**src/verilog/bsc_consts.vh**
```
`ifndef BSC_CONSTS_VH
`define BSC_CONSTS_VH

// =====================================================================
// command codes, taken with the data/command select low
// =====================================================================
`define BSC_CMD_CLEAR_BUSY_RD   8'h4e
`define BSC_CMD_DEEP_SLEEP      8'h4f
`define BSC_CMD_BRIGHTNESS_WR   8'h51
`define BSC_CMD_BRIGHTNESS_RD   8'h52
`define BSC_CMD_DISP_CTRL_WR    8'h53
`define BSC_CMD_DISP_CTRL_RD    8'h54

// =====================================================================
// parameter field positions
// =====================================================================
`define BSC_BUSY_BIT            0
`define BSC_DEEP_SLEEP_BIT      0
`define BSC_BACKLIGHT_BIT       2
`define BSC_BRIGHT_CTRL_BIT     5

// =====================================================================
// reset values
// =====================================================================
`define BSC_RST_BYTE            8'h00
`define BSC_RST_BIT             1'b0
`define BSC_DUMMY_BYTE          8'h00
`define BSC_PIN_SYNC_RST        12'he00

// =====================================================================
// timing
// =====================================================================
`define BSC_CLK_PERIOD_NS       8
`define BSC_HW_EXIT_TIME_NS     1000000

`endif

```
**src/verilog/bsc_pin_sync.v**
```verilog
`timescale 1ns/1ps

module bsc_pin_sync #(
  parameter             WIDTH     = 12,
  parameter [WIDTH-1:0] RST_VALUE = {WIDTH{1'b0}}
) (
  input  wire             SYS_CLK,
  input  wire             RST_N,
  input  wire [WIDTH-1:0] PIN_IN,
  output wire [WIDTH-1:0] PIN_SYNC
);

  // =====================================================================
  // two-flop synchroniser, one chain per bit
  // =====================================================================
  genvar i;
  generate
    for (i = 0; i < WIDTH; i = i + 1) begin : g_bit
      reg stage1;
      reg stage2;
      // first stage feeds only the second, to let metastability settle
      always @(posedge SYS_CLK or negedge RST_N) begin
        if (!RST_N) begin
          stage1 <= RST_VALUE[i];
          stage2 <= RST_VALUE[i];
        end else begin
          stage1 <= PIN_IN[i];
          stage2 <= stage1;
        end
      end
      assign PIN_SYNC[i] = stage2;
    end
  endgenerate

endmodule

```
**src/verilog/bsc_brightness_standby.v**
```verilog
`timescale 1ns/1ps
`include "bsc_consts.vh"

module bsc_brightness_standby #(
  parameter HW_EXIT_CYCLES = (`BSC_HW_EXIT_TIME_NS + `BSC_CLK_PERIOD_NS - 1)
                             / `BSC_CLK_PERIOD_NS
) (
  input  wire       SYS_CLK,
  input  wire       RST_N,
  input  wire       HW_RESET_N,
  input  wire       SW_RESET,
  input  wire       DATA_COMMAND_SELECT,
  input  wire       WRITE_STROBE_N,
  input  wire       READ_STROBE_N,
  input  wire [7:0] DB_IN,
  output reg  [7:0] DB_OUT,
  output reg        DB_OE,
  input  wire       SLEEP_IN,
  input  wire       CLEAR_IN_PROGRESS,
  output reg        DEEP_STANDBY,
  output reg        BACKLIGHT_ON,
  output reg  [7:0] BACKLIGHT_LEVEL,
  output reg  [7:0] BRIGHTNESS_REPORT
);

  // =====================================================================
  // parser states
  // =====================================================================
  localparam [1:0] ST_IDLE  = 2'b00;
  localparam [1:0] ST_WRITE = 2'b01;
  localparam [1:0] ST_READ  = 2'b10;

  localparam [1:0] IDX_LAST = 2'b11;
  localparam [16:0] EXIT_COUNT = HW_EXIT_CYCLES[16:0];

  // =====================================================================
  // pin synchronisers
  // =====================================================================
  wire [11:0] pin_sync;

  // every bus pin and the reset pin cross in through two flops
  bsc_pin_sync #(
    .WIDTH     (12),
    .RST_VALUE (`BSC_PIN_SYNC_RST)
  ) u_pin_sync (
    .SYS_CLK  (SYS_CLK),
    .RST_N    (RST_N),
    .PIN_IN   ({HW_RESET_N, READ_STROBE_N, WRITE_STROBE_N,
                DATA_COMMAND_SELECT, DB_IN}),
    .PIN_SYNC (pin_sync)
  );

  wire       hw_n_s   = pin_sync[11];
  wire       rd_n_s   = pin_sync[10];
  wire       wr_n_s   = pin_sync[9];
  wire       dcx_s    = pin_sync[8];
  wire [7:0] db_s     = pin_sync[7:0];

  // =====================================================================
  // strobe edge detection
  // =====================================================================
  reg wr_n_prev;
  reg rd_n_prev;

  // previous strobe levels, taken from the settled second stage only
  always @(posedge SYS_CLK or negedge RST_N) begin
    if (!RST_N) begin
      wr_n_prev <= 1'b1;
      rd_n_prev <= 1'b1;
    end else begin
      wr_n_prev <= wr_n_s;
      rd_n_prev <= rd_n_s;
    end
  end

  wire wr_rise = wr_n_s & ~wr_n_prev;
  wire rd_rise = rd_n_s & ~rd_n_prev;
  wire rd_fall = ~rd_n_s & rd_n_prev;

  // data and select share the strobe's delay, so they are aligned here
  wire cmd_taken   = wr_rise & ~dcx_s;
  wire param_taken = wr_rise & dcx_s;

  // =====================================================================
  // reset sources
  // =====================================================================
  wire hw_low    = ~hw_n_s;
  wire clear_all = hw_low | SW_RESET;

  // =====================================================================
  // hardware reset hold timer
  // =====================================================================
  reg  [16:0] hold_count;
  wire        hold_done = (hold_count == EXIT_COUNT);

  // counts how long the reset pin has stayed low; saturates at the target
  always @(posedge SYS_CLK or negedge RST_N) begin
    if (!RST_N) begin
      hold_count <= 17'h00000;
    end else if (!hw_low) begin
      hold_count <= 17'h00000;
    end else if (!hold_done) begin
      hold_count <= hold_count + 17'h00001;
    end
  end

  // =====================================================================
  // command parser
  // =====================================================================
  reg [1:0] state;
  reg [7:0] cmd;
  reg [1:0] par_idx;
  reg [1:0] next_state;

  // classify a newly taken command byte; unknown codes return the parser to idle
  always @* begin
    case (db_s)
      `BSC_CMD_DEEP_SLEEP,
      `BSC_CMD_BRIGHTNESS_WR,
      `BSC_CMD_DISP_CTRL_WR: begin
        next_state = ST_WRITE;
      end
      `BSC_CMD_CLEAR_BUSY_RD,
      `BSC_CMD_BRIGHTNESS_RD,
      `BSC_CMD_DISP_CTRL_RD: begin
        next_state = ST_READ;
      end
      default: begin
        next_state = ST_IDLE;
      end
    endcase
  end

  // a command restarts the parameter count; deep standby freezes the bus
  always @(posedge SYS_CLK or negedge RST_N) begin
    if (!RST_N) begin
      state   <= ST_IDLE;
      cmd     <= `BSC_RST_BYTE;
      par_idx <= 2'b00;
    end else if (clear_all || DEEP_STANDBY) begin
      state   <= ST_IDLE;
      cmd     <= `BSC_RST_BYTE;
      par_idx <= 2'b00;
    end else begin
      case (state)
        ST_IDLE: begin
          if (cmd_taken) begin
            state   <= next_state;
            cmd     <= db_s;
            par_idx <= 2'b00;
          end
        end
        ST_WRITE: begin
          if (cmd_taken) begin
            state   <= next_state;
            cmd     <= db_s;
            par_idx <= 2'b00;
          end else if (param_taken && par_idx != IDX_LAST) begin
            par_idx <= par_idx + 2'b01;
          end
        end
        ST_READ: begin
          if (cmd_taken) begin
            state   <= next_state;
            cmd     <= db_s;
            par_idx <= 2'b00;
          end else if (rd_rise && par_idx != IDX_LAST) begin
            par_idx <= par_idx + 2'b01;
          end
        end
        default: begin
          state   <= ST_IDLE;
          par_idx <= 2'b00;
        end
      endcase
    end
  end

  // only the first parameter of a write is acted on; extras are dropped
  wire first_param = (state == ST_WRITE) && param_taken && (par_idx == 2'b00);

  // =====================================================================
  // stored control values
  // =====================================================================
  reg [7:0] brightness;
  reg       bright_ctrl_en;
  reg       backlight;

  // sleep clears the brightness and wins over a write in the same cycle
  always @(posedge SYS_CLK or negedge RST_N) begin
    if (!RST_N) begin
      brightness <= `BSC_RST_BYTE;
    end else if (clear_all) begin
      brightness <= `BSC_RST_BYTE;
    end else if (SLEEP_IN) begin
      brightness <= `BSC_RST_BYTE;
    end else if (first_param && cmd == `BSC_CMD_BRIGHTNESS_WR) begin
      brightness <= db_s;
    end
  end

  // display control byte: backlight and brightness-control enable
  always @(posedge SYS_CLK or negedge RST_N) begin
    if (!RST_N) begin
      bright_ctrl_en <= `BSC_RST_BIT;
      backlight      <= `BSC_RST_BIT;
    end else if (clear_all) begin
      bright_ctrl_en <= `BSC_RST_BIT;
      backlight      <= `BSC_RST_BIT;
    end else if (first_param && cmd == `BSC_CMD_DISP_CTRL_WR) begin
      bright_ctrl_en <= db_s[`BSC_BRIGHT_CTRL_BIT];
      backlight      <= db_s[`BSC_BACKLIGHT_BIT];
    end
  end

  // =====================================================================
  // deep standby
  // =====================================================================
  wire standby_req = first_param && (cmd == `BSC_CMD_DEEP_SLEEP)
                     && db_s[`BSC_DEEP_SLEEP_BIT];

  // entry needs sleep-in; only a long enough hardware reset leaves it,
  // a short glitch on the pin does not wake the panel
  always @(posedge SYS_CLK or negedge RST_N) begin
    if (!RST_N) begin
      DEEP_STANDBY <= `BSC_RST_BIT;
    end else if (DEEP_STANDBY) begin
      if (hw_low && hold_done) begin
        DEEP_STANDBY <= `BSC_RST_BIT;
      end
    end else if (standby_req && SLEEP_IN && !clear_all) begin
      DEEP_STANDBY <= 1'b1;
    end
  end

  // =====================================================================
  // read-back values
  // =====================================================================
  wire [7:0] reported_bright = bright_ctrl_en ? brightness
                                              : `BSC_RST_BYTE;
  reg  [7:0] read_value;

  // byte presented for the current command and parameter index
  always @* begin
    read_value = `BSC_DUMMY_BYTE;
    case (cmd)
      `BSC_CMD_CLEAR_BUSY_RD: begin
        if (par_idx == 2'b00) begin
          read_value[`BSC_BUSY_BIT] = CLEAR_IN_PROGRESS;
        end
      end
      `BSC_CMD_BRIGHTNESS_RD: begin
        if (par_idx == 2'b01) begin
          read_value = reported_bright;
        end
      end
      `BSC_CMD_DISP_CTRL_RD: begin
        if (par_idx == 2'b01) begin
          read_value[`BSC_BACKLIGHT_BIT]   = backlight;
          read_value[`BSC_BRIGHT_CTRL_BIT] = bright_ctrl_en;
        end
      end
      default: begin
        read_value = `BSC_DUMMY_BYTE;
      end
    endcase
  end

  // =====================================================================
  // data bus drive
  // =====================================================================
  // byte is frozen at the strobe's falling edge so it cannot change
  // while the host samples; index 0 of a two-byte read is the dummy
  always @(posedge SYS_CLK or negedge RST_N) begin
    if (!RST_N) begin
      DB_OUT <= `BSC_RST_BYTE;
      DB_OE  <= 1'b0;
    end else if (clear_all || DEEP_STANDBY) begin
      DB_OUT <= `BSC_RST_BYTE;
      DB_OE  <= 1'b0;
    end else begin
      if (rd_fall && state == ST_READ) begin
        DB_OUT <= read_value;
      end
      DB_OE <= ~rd_n_s && (state == ST_READ) && dcx_s;
    end
  end

  // =====================================================================
  // panel outputs
  // =====================================================================
  // identity mapping keeps the level monotonic in the stored value;
  // with the backlight off BACKLIGHT_ON and BACKLIGHT_LEVEL are forced low; BRIGHTNESS_REPORT follows the stored value only with brightness control on
  always @(posedge SYS_CLK or negedge RST_N) begin
    if (!RST_N) begin
      BACKLIGHT_ON      <= `BSC_RST_BIT;
      BACKLIGHT_LEVEL   <= `BSC_RST_BYTE;
      BRIGHTNESS_REPORT <= `BSC_RST_BYTE;
    end else begin
      BACKLIGHT_ON      <= backlight;
      BACKLIGHT_LEVEL   <= backlight ? brightness : `BSC_RST_BYTE;
      BRIGHTNESS_REPORT <= reported_bright;
    end
  end

endmodule

```
**config.mk**
```make
export PLATFORM = sky130hd
export DESIGN_NAME = bsc_brightness_standby
export DESIGN_NICKNAME = d
export VERILOG_FILES = /design/src/verilog/bsc_pin_sync.v /design/src/verilog/bsc_brightness_standby.v
export VERILOG_INCLUDE_DIRS = /design/src /design/src/verilog
export SDC_FILE = /design/constraint.sdc
export NUM_CORES = 1
export LEC_CHECK = 0
export ABC_CLOCK_PERIOD_IN_PS = 2900
export BUFFER_PORTS_ARGS = -buffer_cell sky130_fd_sc_hd__buf_2
export CAP_MARGIN = 30
export CORE_MARGIN = 1.5
export CORE_UTILIZATION = 60
export CTS_CLUSTER_DIAMETER = 200
export CTS_CLUSTER_SIZE = 40
export DETAILED_ROUTE_END_ITERATION = 10
export PLACE_DENSITY = 0.9
export SLEW_MARGIN = 10
export SYNTH_ARGS = -nofsm -noshare
export SYNTH_HDL_FRONTEND = slang
export SYNTH_SLANG_ARGS = --single-unit
```
**constraint.sdc**
```tcl
create_clock -name SYS_CLK -period 2.9 [get_ports SYS_CLK]
set_clock_uncertainty 0.1 [all_clocks]
set_input_delay 0.29 -clock SYS_CLK [delete_from_list [all_inputs] [get_ports SYS_CLK]]
set_output_delay 0.29 -clock SYS_CLK [all_outputs]
set_load 0.05 [all_outputs]
```
== Word-level counts from Yosys, hierarchy flattened ==
Index checks and enable logic that the tools add are counted.

* Flip-flop bits (word level): 92
* Bits of input ports: 17
* Logic and storage cells: 143

* Add/subtract/negate cells: 2
* Equality and inequality tests: 22
* Mux-type cells: 41
* Bitwise logic cells: 11
* Reduce and logical (&&, ||, !) cells: 28

{| class="wikitable"
|+ Operator list
! kind !! count
|-
| 8-bit by 7-bit equality test with 1-bit output (second input constant) || 12
|-
| 8-bit two-way mux || 11
|-
| 17-bit two-way mux || 2
|-
| 2-bit two-way mux || 11
|-
| 17-bit by 1-bit adder with 17-bit output (second input constant) || 1
|-
| 17-bit equality test (second input constant) || 1
|-
| 1-bit logical AND || 14
|-
| 1-bit two-way mux || 12
|-
| 3-bit OR reduction || 3
|-
| 4-bit inequality test (second input constant) || 2
|-
| 2-bit nonzero test || 4
|-
| 1-bit one-hot mux with 2 select lines || 3
|-
| 2-bit one-hot mux with 3 select lines || 1
|-
| 1-bit AND || 5
|-
| 1-bit NOT || 5
|-
| 2-bit by 1-bit equality test with 1-bit output (second input constant) || 2
|-
| 2-bit zero test || 2
|-
| 2-bit one-hot mux with 2 select lines || 1
|-
| 3-bit by 1-bit inequality test with 1-bit output (second input constant) || 1
|-
| 3-bit inequality test (second input constant) || 1
|-
| 3-bit AND reduction || 1
|-
| 3-bit nonzero test || 1
|-
| 2-bit by 1-bit adder with 2-bit output (second input constant) || 1
|-
| 2-bit equality test (second input constant) || 1
|-
| 6 further kinds || 6
|}

== Depth between registers and ports, before layout ==
Gate-level depths: netlist of run 1.

* Word-level depth: 11
* Mapped depth: 7
* Gate-level depth less buffers: 6

== Cells and area by module ==
Synthesis of run 1 repeated with hierarchy kept, for this count alone.

* Cell total of the unflattened synthesis: 333
* Area total of the unflattened synthesis: 3992.6 sq um

{| class="wikitable"
|+ Modules (own cells, without submodules)
! module !! instances !! cells each !! area each (sq um) !! seq. area each (sq um)
|-
| bsc_brightness_standby || 1 || 297 || 3294.4 || 1704.1
|-
| bsc_pin_sync || 1 || 36 || 698.2 || 608.1
|}

== Worst setup path before layout of run 1 ==
Ideal clock, no wire load.

* Path type: register to register
* Start point: register u_pin_sync.g_bit[9].stage2
* End point: register state[1]
* Library setup time: 0.078 ns
* Arrival: 1.791 ns
* Data required time: 2.722 ns
* Slack: 0.932 ns
* Cell stages (with the launch flop): 5
* Cell sequence: dfstp_2 > or3b_2 > and2_1 > or4_1 > a21oi_1

* Cells in the longest elaborated chain, start to end: 3

{| class="wikitable"
|+ Ends and longest elaborated chain
! element !! RTL line !! text
|-
| from (decl) || bsc_pin_sync.v:20 || <nowiki>reg stage2;</nowiki>
|-
| from (signal assigned) || bsc_pin_sync.v:25 || <nowiki>stage2 <= RST_VALUE[i];</nowiki>
|-
| from (signal assigned) || bsc_pin_sync.v:28 || <nowiki>stage2 <= stage1;</nowiki>
|-
| 1-bit AND || bsc_brightness_standby.v:76 || <nowiki>wire wr_rise = wr_n_s & ~wr_n_prev;</nowiki>
|-
| 1-bit AND || bsc_brightness_standby.v:81 || <nowiki>wire cmd_taken = wr_rise & ~dcx_s;</nowiki>
|-
| 3-bit by 1-bit inequality test with 1-bit output (no source line) || n/a ||
|-
| to (signal assigned) || bsc_brightness_standby.v:148 || <nowiki>state <= next_state;</nowiki>
|-
| to (signal assigned) || bsc_brightness_standby.v:155 || <nowiki>state <= next_state;</nowiki>
|-
| to (signal assigned) || bsc_brightness_standby.v:164 || <nowiki>state <= next_state;</nowiki>
|-
| to (decl) || bsc_brightness_standby.v:110 || <nowiki>reg [1:0] state;</nowiki>
|}

No other way between the ends.
A chain may end at the register's enable or synchronous reset.

== Final worst setup path of run 1 ==
* Start point: register state[1]
* End point: register brightness[7]

* Cells in the longest elaborated chain, start to end: 5

{| class="wikitable"
|+ Ends and longest elaborated chain
! element !! RTL line !! text
|-
| 2-bit by 1-bit equality test with 1-bit output || bsc_brightness_standby.v:180 || <nowiki>wire first_param = (state == ST_WRITE) && param_taken && (par_idx == 2'b00);</nowiki>
|-
| 1-bit logical AND (2 in series) || bsc_brightness_standby.v:180 ||
|-
| 1-bit logical AND (no source line) || n/a ||
|-
| 3-bit nonzero test (no source line) || n/a ||
|-
| to (signal assigned) || bsc_brightness_standby.v:192 || <nowiki>brightness <= `BSC_RST_BYTE;</nowiki>
|-
| to (signal assigned) || bsc_brightness_standby.v:194 || <nowiki>brightness <= `BSC_RST_BYTE;</nowiki>
|-
| to (signal assigned) || bsc_brightness_standby.v:196 || <nowiki>brightness <= `BSC_RST_BYTE;</nowiki>
|-
| to (decl) || bsc_brightness_standby.v:185 || <nowiki>reg [7:0] brightness;</nowiki>
|}

No other way between the ends.

==> results of run 1 <==
==> repair_timing <==
item                       in CTS  in global routing
setup endpoints to repair       0                  0
hold endpoints to repair       36                  0
hold buffers                   13                  0
==> layout make-up <==
| type | instances | area (sq um) |
|---|---|---|
| Clock buffer | 10 | 138 |
| Fill cell | 396 | 1520 |
| Timing Repair Buffer | 61 | 405 |
| Tap cell | 75 | 93.8 |
| Sequential cell | 92 | 2310 |
| Inverter | 10 | 37.5 |
| Multi-Input combinational cell | 218 | 1390 |
| Clock inverter | 6 | 93.8 |
==> per-layer routing <==
| metal | part of all wire | up-vias |
|---|---|---|
| li1 | - | 1268 |
| met1 | 0.44 | 1330 |
| met2 | 0.48 | 84 |
| met3 | 0.049 | 23 |
| met4 | 0.031 | 0 |
| met5 | 0 | - |
==> cell usage after synthesis, types with 9 or more instances <==
| master | n |
|---|---|
| a21oi_1 | 15 |
| and2_1 | 17 |
| dfrtp_1 | 84 |
| ha_1 | 9 |
| inv_1 | 10 |
| mux2i_1 | 10 |
| nand2_1 | 34 |
| nand4_1 | 12 |
| nor2_1 | 25 |
| o21ai_0 | 12 |
| xnor2_1 | 9 |
==> power breakdown <==
group | total [mW] | internal (mW) | leakage [nW] | switching, mW
registers | 1.33 | 1.31 | 1.21 | 0.0217
clock network | 0.966 | 0.516 | 0.113 | 0.450
logic | 0.0876 | 0.0385 | 0.779 | 0.0492
==> registers in the layout, indices dropped and copies added, names as in the netlist, 8 cells and up <==
name / count
BACKLIGHT_LEVEL: 8
cmd: 8
hold_count: 17
BRIGHTNESS_REPORT: 8
u_pin_sync.g_bit.stage1: 12
u_pin_sync.g_bit.stage2: 12
DB_OUT: 8
brightness: 8
==> cells by family after synthesis <==
group | Yosys count | share of synthesized area
buffers and inverters | 19 | 0.0208
AOI/OAI and AO/OA | 43 | 0.0698
adders and majority gates | 9 | 0.0298
xor gates and xnor gates | 14 | 0.0324
and+or+nand+nor | 141 | 0.207
DFF | 92 | 0.611
muxes | 11 | 0.0294
==> per-stage QoR <==
step | utilization | total power [mW] | instance area [sq um]
detailed placement | 0.686 | 1.43 | 4110
global placement | 0.682 | 1.42 | 4080
global route | 0.747 | 2.47 | 4470
finish | 0.747 | 2.38 | 4470
CTS | 0.747 | 2.40 | 4470
floorplan | - | 1.37 | 3780
==> how the worst min path moves through the flow <==
stage / start / to / slack, ns / cells past startpoint
global route: CLEAR_IN_PROGRESS / DB_OUT[0]$_DFFE_PN0P_ / 0.13 / 3
detailed placement: RST_N / BACKLIGHT_LEVEL[1]$_DFF_PN0_ / 0.14 / 1
CTS: CLEAR_IN_PROGRESS / DB_OUT[0]$_DFFE_PN0P_ / 0.12 / 3
floorplan: RST_N / BACKLIGHT_LEVEL[0]$_DFF_PN0_ / -0.11 / 0
finish: CLEAR_IN_PROGRESS / DB_OUT[0]$_DFFE_PN0P_ / 0.13 / 3
global placement: u_pin_sync.g_bit[8].stage1$_DFF_PN0_ / u_pin_sync.g_bit[8].stage2$_DFF_PN0_ / 0.23 / 0
==> critical path: stages (launching register included) <==
cell and delay (ns):
dfrtp_1 0.42, inv_1 0.09, ha_1 0.18, nand3_1 0.10, or2_2 0.31, or4_1 0.71
mux2i_1 0.26
==> impl_results.md, run 1 <==
* Post-synthesis instance total at around 330
* Flops & latches, synth at 92
* Initial core utilization at 0.632
* Met3 usage at 0.0429
* Worst EP required at 3.08 ns
* Clock-pin slew on the worst setup and hold paths at 0.09 ns
* R2R Setup Slk at 0.64 ns
* Met2 usage at 0.369
* Core Region at 5990 sq um
* Dpl ws at 0.684 ns
* Post-Route WL at 7220 microns
* Gr usage total at 0.237
* Post-synthesis sequential area ratio at 0.611
* Global route hottest layer: met2
* Leak at 2.10 nW
* Max cap viols at 0
* Unrepaired setup endpoints after global routing: no
* Cell Pwr Density at 533 nW/um^2
* Die X at 82.4 microns
* TritonCTS clock tree: yes
* First-pass GRT wire length at between 10000 and 15000 microns
* Antenna diodes at 0
* Post-synthesis async set-or-reset flop share at 1.00
* Fin nets at approximately 420
* Setup_tns at 0 ns
* Via count at 2705
* Maximum VDD drop at 442 uV
* Reg-to-Reg Start: state[1]$_DFFE_PN0P_
* Max Root-Sink Buffers at 2
* Initial antenna violation count at 0
* Initial drt markers at 164
* Cell Rows at 28
* RR Endpoint: brightness[7]$_DFFE_PN0P_
* Die area at 6790 sq um
* Commonest non-fill, non-tap cell in the layout: dfrtp_1
* Critical Path AT at 2.43 ns
* Most frequent cells in the layout: dfrtp_1, buf_2, nand2_1
* Share of Yosys cell area claimed by the top area cell type at 0.556
* Area contributors post-synth: dfrtp_1, dfstp_2, nand2_1, ha_1, and2_1
* Yosys warns at 0
* Synth cell types at 43
* Min-Delay Path Class: primary input to flop
* Crit. End Element: flop
* CP Capture Point: brightness[7]$_DFFE_PN0P_
* Syn_nets at 355
* Max-slew violations at 0
* Reg2reg path depth at 6
* Pin count of the biggest net entering global routing at 63
* Critical setup path kind: flop to flop
* CP max FO at 8
* Run status: complete, no violations
* Num CTS Buffers at 9
* Clock Tree Root: clkbuf_8
* Clock latency at the later pin of the worst-skew pair at between 0.3 and 0.4 ns
* Post-route insts no fill at 472
* Syn avg cell area at 11.5 sq um
* TritonRoute pass-1 iters at 4
* Post-CTS Resized at 0
* GP Congestion at between 0.8 and 0.9
* Synth-to-Final Area Change at 18.2%
* H-tree depth at 3
* Final setup vio count at 0
* Layout cells sized above 1 at 0.202
* Synth Flop Type: dfrtp_1
* I/O pins at 44
* Peak Freq at 443 MHz
* Rel. slew slack at 0.554
* Yosys top cell by area: dfrtp_1
* EDFF count, synth at 0
* Cell Area, Synth at ~3800 sq um
* DP HPWL at 5000 microns
* Vias in the first global route at 2541
* Startpoint Class: flop
* DP Cell Count at 443
* Grt met1 use at 0.316
* Clk sink count at slightly above 90
* Final worst slack at 0.644 ns
* Die Height at 82.4 microns
* Vias per cell at ~5.7
* DR WL/cell at 15.3 microns
* IO buf count at 43
* DRC Markers at 0
* Hold Fails Final Rpt at 0
* Worst-Margin Slew at approximately 0.67 ns
* Antenna Nets Post-Route at 0
* Worst setup path start: state[1]$_DFFE_PN0P_
* Grt total ovfl at 0
* Hold slack at 0.129 ns
* Post-CTS setup buffers at 0
* Min Clock Period, post-route at 2.26 ns
* Final period utilization at 0.778
No activity file was read; power rests on OpenSTA's default activity.
==> run 2: changes to the inputs <==
- ABC_CLOCK_PERIOD_IN_PS: 2900 -> 2300
- CORE_UTILIZATION: 60 -> 57
- PLACE_DENSITY: 0.9 -> 0.86
- clock period: 2.9 -> 2.3 ns (I/O delays scaled with it)
==> run 2 against run 1 <==
Critical path depth fell by 2. Combinational power is 23% higher. Cell area up 0.14%. Setup slack got worse by 0.47 ns. Sequential cell count unchanged. Register-to-register slack lost 0.47 ns. Routed wire length shrank 0.21%. Final cell count up 1.1%. Utilization is 4.5 points lower. Via count decreased by 1.5%. Count of clock-buffer cells in the layout did not move. Highest routed layer unchanged.
==> impl_results.md, run 2 (synthesis gave the netlist of run 1 again) <==
* IO buf count at 43 (unchanged)
* Worst setup path start: u_pin_sync.g_bit[9].stage2$_DFF_PN1_ (was state[1]$_DFFE_PN0P_)
* R2R Setup Slk at 0.17 ns (was 0.64 ns)
* DP Cell Count at 448 (was 443)
* Crit. End Element: flop (unchanged)
* Die X at 84.5 microns (was 82.4 microns)
* Antenna diodes at 0 (unchanged)
* Hold path startpoint: CLEAR_IN_PROGRESS (unchanged)
* Clock-pin slew on the worst setup and hold paths at 0.08 ns (was 0.09 ns)
* Peak Freq at 470 MHz (was 443 MHz)
* Post-route insts no fill at 477 (was 472)
* Slowest cell on the critical path: dfstp_2 (was or4_1)
* TritonRoute pass-1 iters at 4 (unchanged)
* Vias per cell at 5.58 (was 5.73)
* Rel. slew slack at 0.533 (was 0.554)
* Clk sink count at 92 (unchanged)
* Most frequent cells in the layout: dfrtp_1, buf_2, nand2_1 (unchanged)
* Pin count of the biggest net entering global routing at 52 (was 63)
* Cell Pwr Density at 656 nW/um^2 (was 533 nW/um^2)
* WP buf/inv at 0 (was 1)
* Core Util, Final at 0.701 (was 0.747)
* Clock Tree Root: clkbuf_8 (unchanged)
* Fin nets at 421 (was 418)
* Reg-to-Reg Start: u_pin_sync.g_bit[9].stage2$_DFF_PN1_ (was state[1]$_DFFE_PN0P_)
* DP HPWL at 5040 microns (was 5000 microns)
* Critical setup path kind: flop to flop (unchanged)
* Clock latency at the later pin of the worst-skew pair at 0.36 ns (about the same)
* Worst Hold Path EP: DB_OUT[0]$_DFFE_PN0P_ (unchanged)
* Core Region at 6390 sq um (was 5990 sq um)
* Min Clock Period, post-route at 2.13 ns (was 2.26 ns)
* RR Endpoint: state[1]$_DFFE_PN0P_ (was brightness[7]$_DFFE_PN0P_)
* CP max FO at 7 (was 8)
* Max stage delay on crit path at 0.55 ns (was 0.71 ns)
* First-pass GRT wire length at 12300 microns (was 11900 microns)
* Initial core utilization at 0.592 (was 0.632)
* Min-Delay Path Class: primary input to flop (unchanged)
* Critical path's top delay family: simple AND/OR/NAND/NOR gates (unchanged)
* I/O pins at 44 (unchanged)
* Antenna Nets Post-Route at 0 (unchanged)
* Largest register FFs at 17 (unchanged)
* Reg2reg path depth at 4 (was 6)
* GP Congestion at 0.815 (was 0.889)
* Leak at 2.10 nW (about the same)
* Worst EP required at 2.48 ns (was 3.08 ns)
* Startpoint Class: flop (unchanged)
* Die area at 7140 sq um (was 6790 sq um)
* Via count at 2664 (was 2705)
* Max-slew violations at 0 (unchanged)
* Placed Area at 4130 sq um (was 4110 sq um)
* Gr usage total at 0.222 (was 0.237)
* Hold slack at 0.0793 ns (was 0.129 ns)
* Max Root-Sink Buffers at 2 (unchanged)
* PnR Total Power at 2.94 mW (was 2.38 mW)
* Layout cells sized above 1 at 0.208 (was 0.202)
* Crit path cell chain: or3b_2 > and2_1 > or4_1 > a21oi_1 (was inv_1 > ha_1 > nand3_1 > or2_2 > or4_1 > mux2i_1)
* Final setup vio count at 0 (unchanged)
* Dpl ws at 0.0774 ns (was 0.684 ns)
* H-tree depth at 3 (unchanged)
* Critical Path AT at 2.30 ns (was 2.43 ns)
* Most flop-heavy register: hold_count (unchanged)
* Final period utilization at 0.924 (was 0.778)
* Run status: complete, no violations (unchanged)
* Commonest non-fill, non-tap cell in the layout: dfrtp_1 (unchanged)
* Cell Rows at 29 (was 28)
* Die Height at 84.5 microns (was 82.4 microns)
* Unrepaired setup endpoints after global routing: no (unchanged)
* DR WL/cell at 15.1 microns (was 15.3 microns)
* Max cap viols at 0 (unchanged)
* DRC Markers at 0 (unchanged)
* Initial drt markers at 141 (was 164)
* Initial antenna violation count at 0 (unchanged)
* Maximum VDD drop at 672 uV (was 442 uV)
* Final worst slack at 0.174 ns (was 0.644 ns)
* Regs by FF count: hold_count x17, u_pin_sync.g_bit.stage1 x12, u_pin_sync.g_bit.stage2 x12 (unchanged)
* Finished Cell Area at 4480 sq um (was 4470 sq um)
* Worst-Margin Slew at 0.692 ns (was 0.669 ns)
* Post-Route WL at 7200 microns (was 7220 microns)
* Vias in the first global route at 2682 (was 2541)
* Setup_tns at 0 ns (unchanged)
* Grt total ovfl at 0 (unchanged)
* Synth-to-Final Area Change at 18.4% (was 18.2%)
* TritonCTS clock tree: yes (unchanged)
* Worst Hold Depth at 3 (unchanged)
* Post-CTS setup buffers at 0 (unchanged)
* Num CTS Buffers at 9 (unchanged)
* Hold Fails Final Rpt at 0 (unchanged)
run 2: worst max-delay path by stage:
| stage | endpoint | depth (start not counted) | slack, ns |
|---|---|---|---|
| floorplan | state[1]$_DFFE_PN0P_ | 4 | 0.33 |
| global placement | brightness[3]$_DFFE_PN0P_ | 6 | 0.16 |
| detailed placement | brightness[0]$_DFFE_PN0P_ | 6 | 0.08 |
| CTS | brightness[5]$_DFFE_PN0P_ | 6 | 0.06 |
| global route | state[1]$_DFFE_PN0P_ | 4 | 0.06 |
| finish | state[1]$_DFFE_PN0P_ | 4 | 0.17 |
run 2: worst register-to-register path, cell delays in order (launching register included):
cell and delay (ns):
dfstp_2 0.55, or3b_2 0.47, and2_1 0.25, or4_1 0.53
a21oi_1 0.16
run 2: final cells by class:
| type | instances | area [sq um] |
|---|---|---|
| Tap cell | 77 | 96.3 |
| Clock buffer | 10 | 128 |
| Fill cell | 458 | 1910 |
| Multi-Input combinational cell | 218 | 1400 |
| Timing Repair Buffer | 64 | 420 |
| Inverter | 10 | 37.5 |
| Clock inverter | 6 | 88.8 |
| Sequential cell | 92 | 2310 |
run 2: timing repair:
action,CTS,global route
gates resized for setup,0,1
setup endpoints to repair,0,8
hold buffers,13,0
hold endpoints to repair,48,0
run 2: metal layers:
layer | part of all wire | vias up | global-route usage | wire length [microns]
met1 | 0.44 | 1282 | 0.286 | 3170
met3 | 0.057 | 18 | 0.0383 | 413
met5 | 0 | - | 0 | 0
li1 | - | 1277 | - | -
met4 | 0.029 | 0 | 0.109 | 207
met2 | 0.47 | 87 | 0.367 | 3410
run 2: power breakdown:
group          internal, mW  switching, mW
Combinational        0.0469         0.0610
Sequential             1.65         0.0263
Clock                 0.612          0.543
==> run 3: changes to the inputs <==
- ABC_AREA: default -> 1
- CORE_UTILIZATION: 57 -> 58
- PLACE_DENSITY: 0.86 -> 0.87
==> run 3 against run 2 <==
Setup slack better by 0.44 ns. Cell area grew 4.7%. Synthesized area grew 7.0%. Combinational power about the same. First-iteration DRC count up 52%. Utilization fell by 0.75 points. Critical path depth up 4. Sequential cell count is the same. Total power down 4.2%. Final cell count up 24%. Register-to-register slack better by 0.44 ns. Hold slack improved by 0.041 ns. Critical path type unchanged. Critical endpoint is now brightness[6]$_DFFE_PN0P_.
==> impl_results.md, run 3 <==
* DP HPWL at 5610 microns (was 5040 microns)
* Initial drt markers at 215 (was 141)
* Layout cells sized above 1 at 0.198 (was 0.208)
* Cell Rows at 30 (was 29)
* Core Region at 6760 sq um (was 6390 sq um)
* PnR Total Power at 2.81 mW (was 2.94 mW)
* Max cap viols at 0 (unchanged)
* Critical setup path kind: flop to flop (unchanged)
* Internal power at 2.11 mW (was 2.31 mW)
* Hold slack at 0.120 ns (was 0.0793 ns)
* Pin count of the biggest net entering global routing at 47 (was 52)
* Num CTS Buffers at 9 (unchanged)
* Startpoint Class: flop (unchanged)
* Peak Freq at 594 MHz (was 470 MHz)
* Initial antenna violation count at 0 (unchanged)
* Antenna Nets Post-Route at 0 (unchanged)
* Sw power at 0.701 mW (was 0.630 mW)
* Cell Pwr Density at 600 nW/um^2 (was 656 nW/um^2)
* Share of Yosys cell area claimed by the top area cell type at 0.519 (was 0.556)
* Vias per cell at 5.09 (was 5.58)
* Final setup vio count at 0 (unchanged)
* Syn_nets at 467 (was 355)
* Placed Area at 4370 sq um (was 4130 sq um)
* Vias in the first global route at 2860 (was 2682)
* TritonRoute pass-1 iters at 4 (unchanged)
* Syn avg cell area at 9.18 sq um (was 11.5 sq um)
* Post-CTS Resized at 0 (unchanged)
* Area contributors post-synth: dfrtp_1, nand2_1, inv_1, nand3_1, dfstp_2 (was dfrtp_1, dfstp_2, nand2_1, ha_1, and2_1)
* Post-synthesis async set-or-reset flop share at 1.00 (unchanged)
* Reg power frac at 0.594 (was 0.570)
* Die X at 86.6 microns (was 84.5 microns)
* Fin nets at 532 (was 421)
* Clock-pin slew on the worst setup and hold paths at 0.11 ns (was 0.08 ns)
* Maximum VDD drop at 516 uV (was 672 uV)
* Min Clock Period, post-route at 1.68 ns (was 2.13 ns)
* Via count at 3010 (was 2664)
* Clk sink count at 92 (unchanged)
* Max-slew violations at 0 (unchanged)
* Yosys warns at 0 (unchanged)
* DR WL/cell at 12.8 microns (was 15.1 microns)
* Synth cell types at 32 (was 43)
* Power share of the clock group at 0.366 (was 0.393)
* Die area at 7490 sq um (was 7140 sq um)
* CP max FO at 9 (was 7)
* TritonCTS clock tree: yes (unchanged)
* Gr usage total at 0.221 (was 0.222)
* Crit. End Element: flop (unchanged)
* GP Congestion at 0.914 (was 0.815)
* EDFF count, synth at 0 (unchanged)
* Min-Delay Path Class: primary input to flop (unchanged)
* Synth Flop Type: dfrtp_1 (unchanged)
* Critical Path AT at 1.88 ns (was 2.30 ns)
* Post-synthesis sequential area ratio at 0.571 (was 0.611)
* Post-CTS setup buffers at 0 (unchanged)
* Finished Cell Area at 4690 sq um (was 4480 sq um)
* Leak at 2.53 nW (was 2.10 nW)
* Setup_tns at 0 ns (unchanged)
* Clock latency at the later pin of the worst-skew pair at 0.37 ns (was 0.36 ns)
* Regs by FF count: hold_count x17, u_pin_sync.g_bit.stage1 x12, u_pin_sync.g_bit.stage2 x12 (unchanged)
* Rel. slew slack at 0.756 (was 0.533)
* Antenna diodes at 0 (unchanged)
* Switch share at 0.249 (was 0.214)
* Final period utilization at 0.732 (was 0.924)
* Cell Area, Synth at 4050 sq um (was 3780 sq um)
* I/O pins at 44 (unchanged)
* Largest register FFs at 17 (unchanged)
* Commonest non-fill, non-tap cell in the layout: nand2_1 (was dfrtp_1)
* DRC Markers at 0 (unchanged)
* Worst-Margin Slew at 0.362 ns (was 0.692 ns)
* First-pass GRT wire length at 12700 microns (was 12300 microns)
* Commonest cells post-synth: nand2_1, dfrtp_1, inv_1 (was dfrtp_1, nand2_1, nor2_1)
* Run status: complete, no violations (unchanged)
* Post-Route WL at 7550 microns (was 7200 microns)
* Clock Tree Root: clkbuf_8 (unchanged)
* H-tree depth at 3 (unchanged)
* IO buf count at 43 (unchanged)
* Initial core utilization at 0.599 (was 0.592)
* Yosys top cell by area: dfrtp_1 (unchanged)
* Combinational fraction of design power at 0.039 (was 0.037)
* Max Root-Sink Buffers at 2 (unchanged)
* Unrepaired setup endpoints after global routing: no (unchanged)
* Grt total ovfl at 0 (unchanged)
* Die Height at 86.6 microns (was 84.5 microns)
* Hold Fails Final Rpt at 0 (unchanged)
* Flops & latches, synth at 92 (unchanged)
* Post-synthesis instance total at 441 (was 329)
* Most frequent cell after synthesis: nand2_1 (was dfrtp_1)
* Most flop-heavy register: hold_count (unchanged)
* Synth-to-Final Area Change at 15.8% (was 18.4%)
* Most frequent cells in the layout: nand2_1, dfrtp_1, inv_1 (was dfrtp_1, buf_2, nand2_1)
* Worst EP required at 2.50 ns (was 2.48 ns)
## run 3: stage by stage
step           setup WS [ns]  instances  utilization
2_1_floorplan          0.790        441            -
3_3_place_gp           0.720        562        0.647
3_5_place_dp           0.643        562        0.647
4_1_cts                0.616        591        0.694
5_1_grt                0.474        591        0.694
6_report               0.616        591        0.694
## run 3: final cells by class
| type | count | area [sq um] |
|---|---|---|
| sequential | 92 | 2310 |
| fill | 512 | 2070 |
| multi-input combinational | 282 | 1480 |
| timing repair buffer | 58 | 375 |
| inverter | 63 | 236 |
| clock buffer | 9 | 124 |
| tap | 80 | 100 |
| clock inverter | 7 | 62.6 |
## run 3: layer usage
layer	up-vias	GRT usage	share of wire
li1	1510	-	-
met1	1412	0.302	0.46
met2	77	0.356	0.47
met3	11	0.0400	0.047
met4	0	0.0806	0.016
met5	-	0	0
## run 3: timing repair
item,in CTS,in global routing
setup endpoints to repair,0,0
hold endpoints to repair,57,0
hold buffers,13,0
## run 3: kinds of logic (layout without fill, tap and decap cells)
family	Yosys count	after routing	synth area share
flops	92	92	0.571
fa+ha+maj	9	9	0.0278
compound gates	28	28	0.0439
simple gates	242	242	0.287
xor+xnor	3	3	0.00649
buf+inv	67	137	0.0643
## run 3: worst paths after layout
kind / from / endpoint / slack [ns] / cells past startpoint
worst max-delay path: state[1]$_DFFE_PN0P_ / brightness[6]$_DFFE_PN0P_ / 0.62 / 8
worst min-delay path: SLEEP_IN / brightness[0]$_DFFE_PN0P_ / 0.12 / 4
worst max register to register: state[1]$_DFFE_PN0P_ / brightness[6]$_DFFE_PN0P_ / 0.62 / 8
min in group asynchronous: RST_N / hold_count[10]$_DFFE_PN0P_ / 0.19 / 2
max in group asynchronous: RST_N / rd_n_prev$_DFF_PN1_ / 1.26 / 3
worst min register to register: u_pin_sync.g_bit[7].stage1$_DFF_PN0_ / u_pin_sync.g_bit[7].stage2$_DFF_PN0_ / 0.26 / 0
## run 3: critical path: stages (launching register included)
cell and delay (ns):
dfrtp_1 0.43, inv_1 0.11, ha_1 0.16, nand2_1 0.06
nor2_2 0.24, nand3_4 0.19, nor2_8 0.16, nand2_1 0.08
nand2_1 0.07
## run 3: power groups by stage
stage | combinational, mW | clock, mW | sequential (mW)
6_report | 0.111 | 1.03 | 1.67
5_1_grt | 0.128 | 1.11 | 1.68
4_1_cts | 0.114 | 1.04 | 1.67
3_5_place_dp | 0.0969 | 0 | 1.70
3_3_place_gp | 0.0934 | 0 | 1.70
2_1_floorplan | 0.0414 | 0 | 1.69
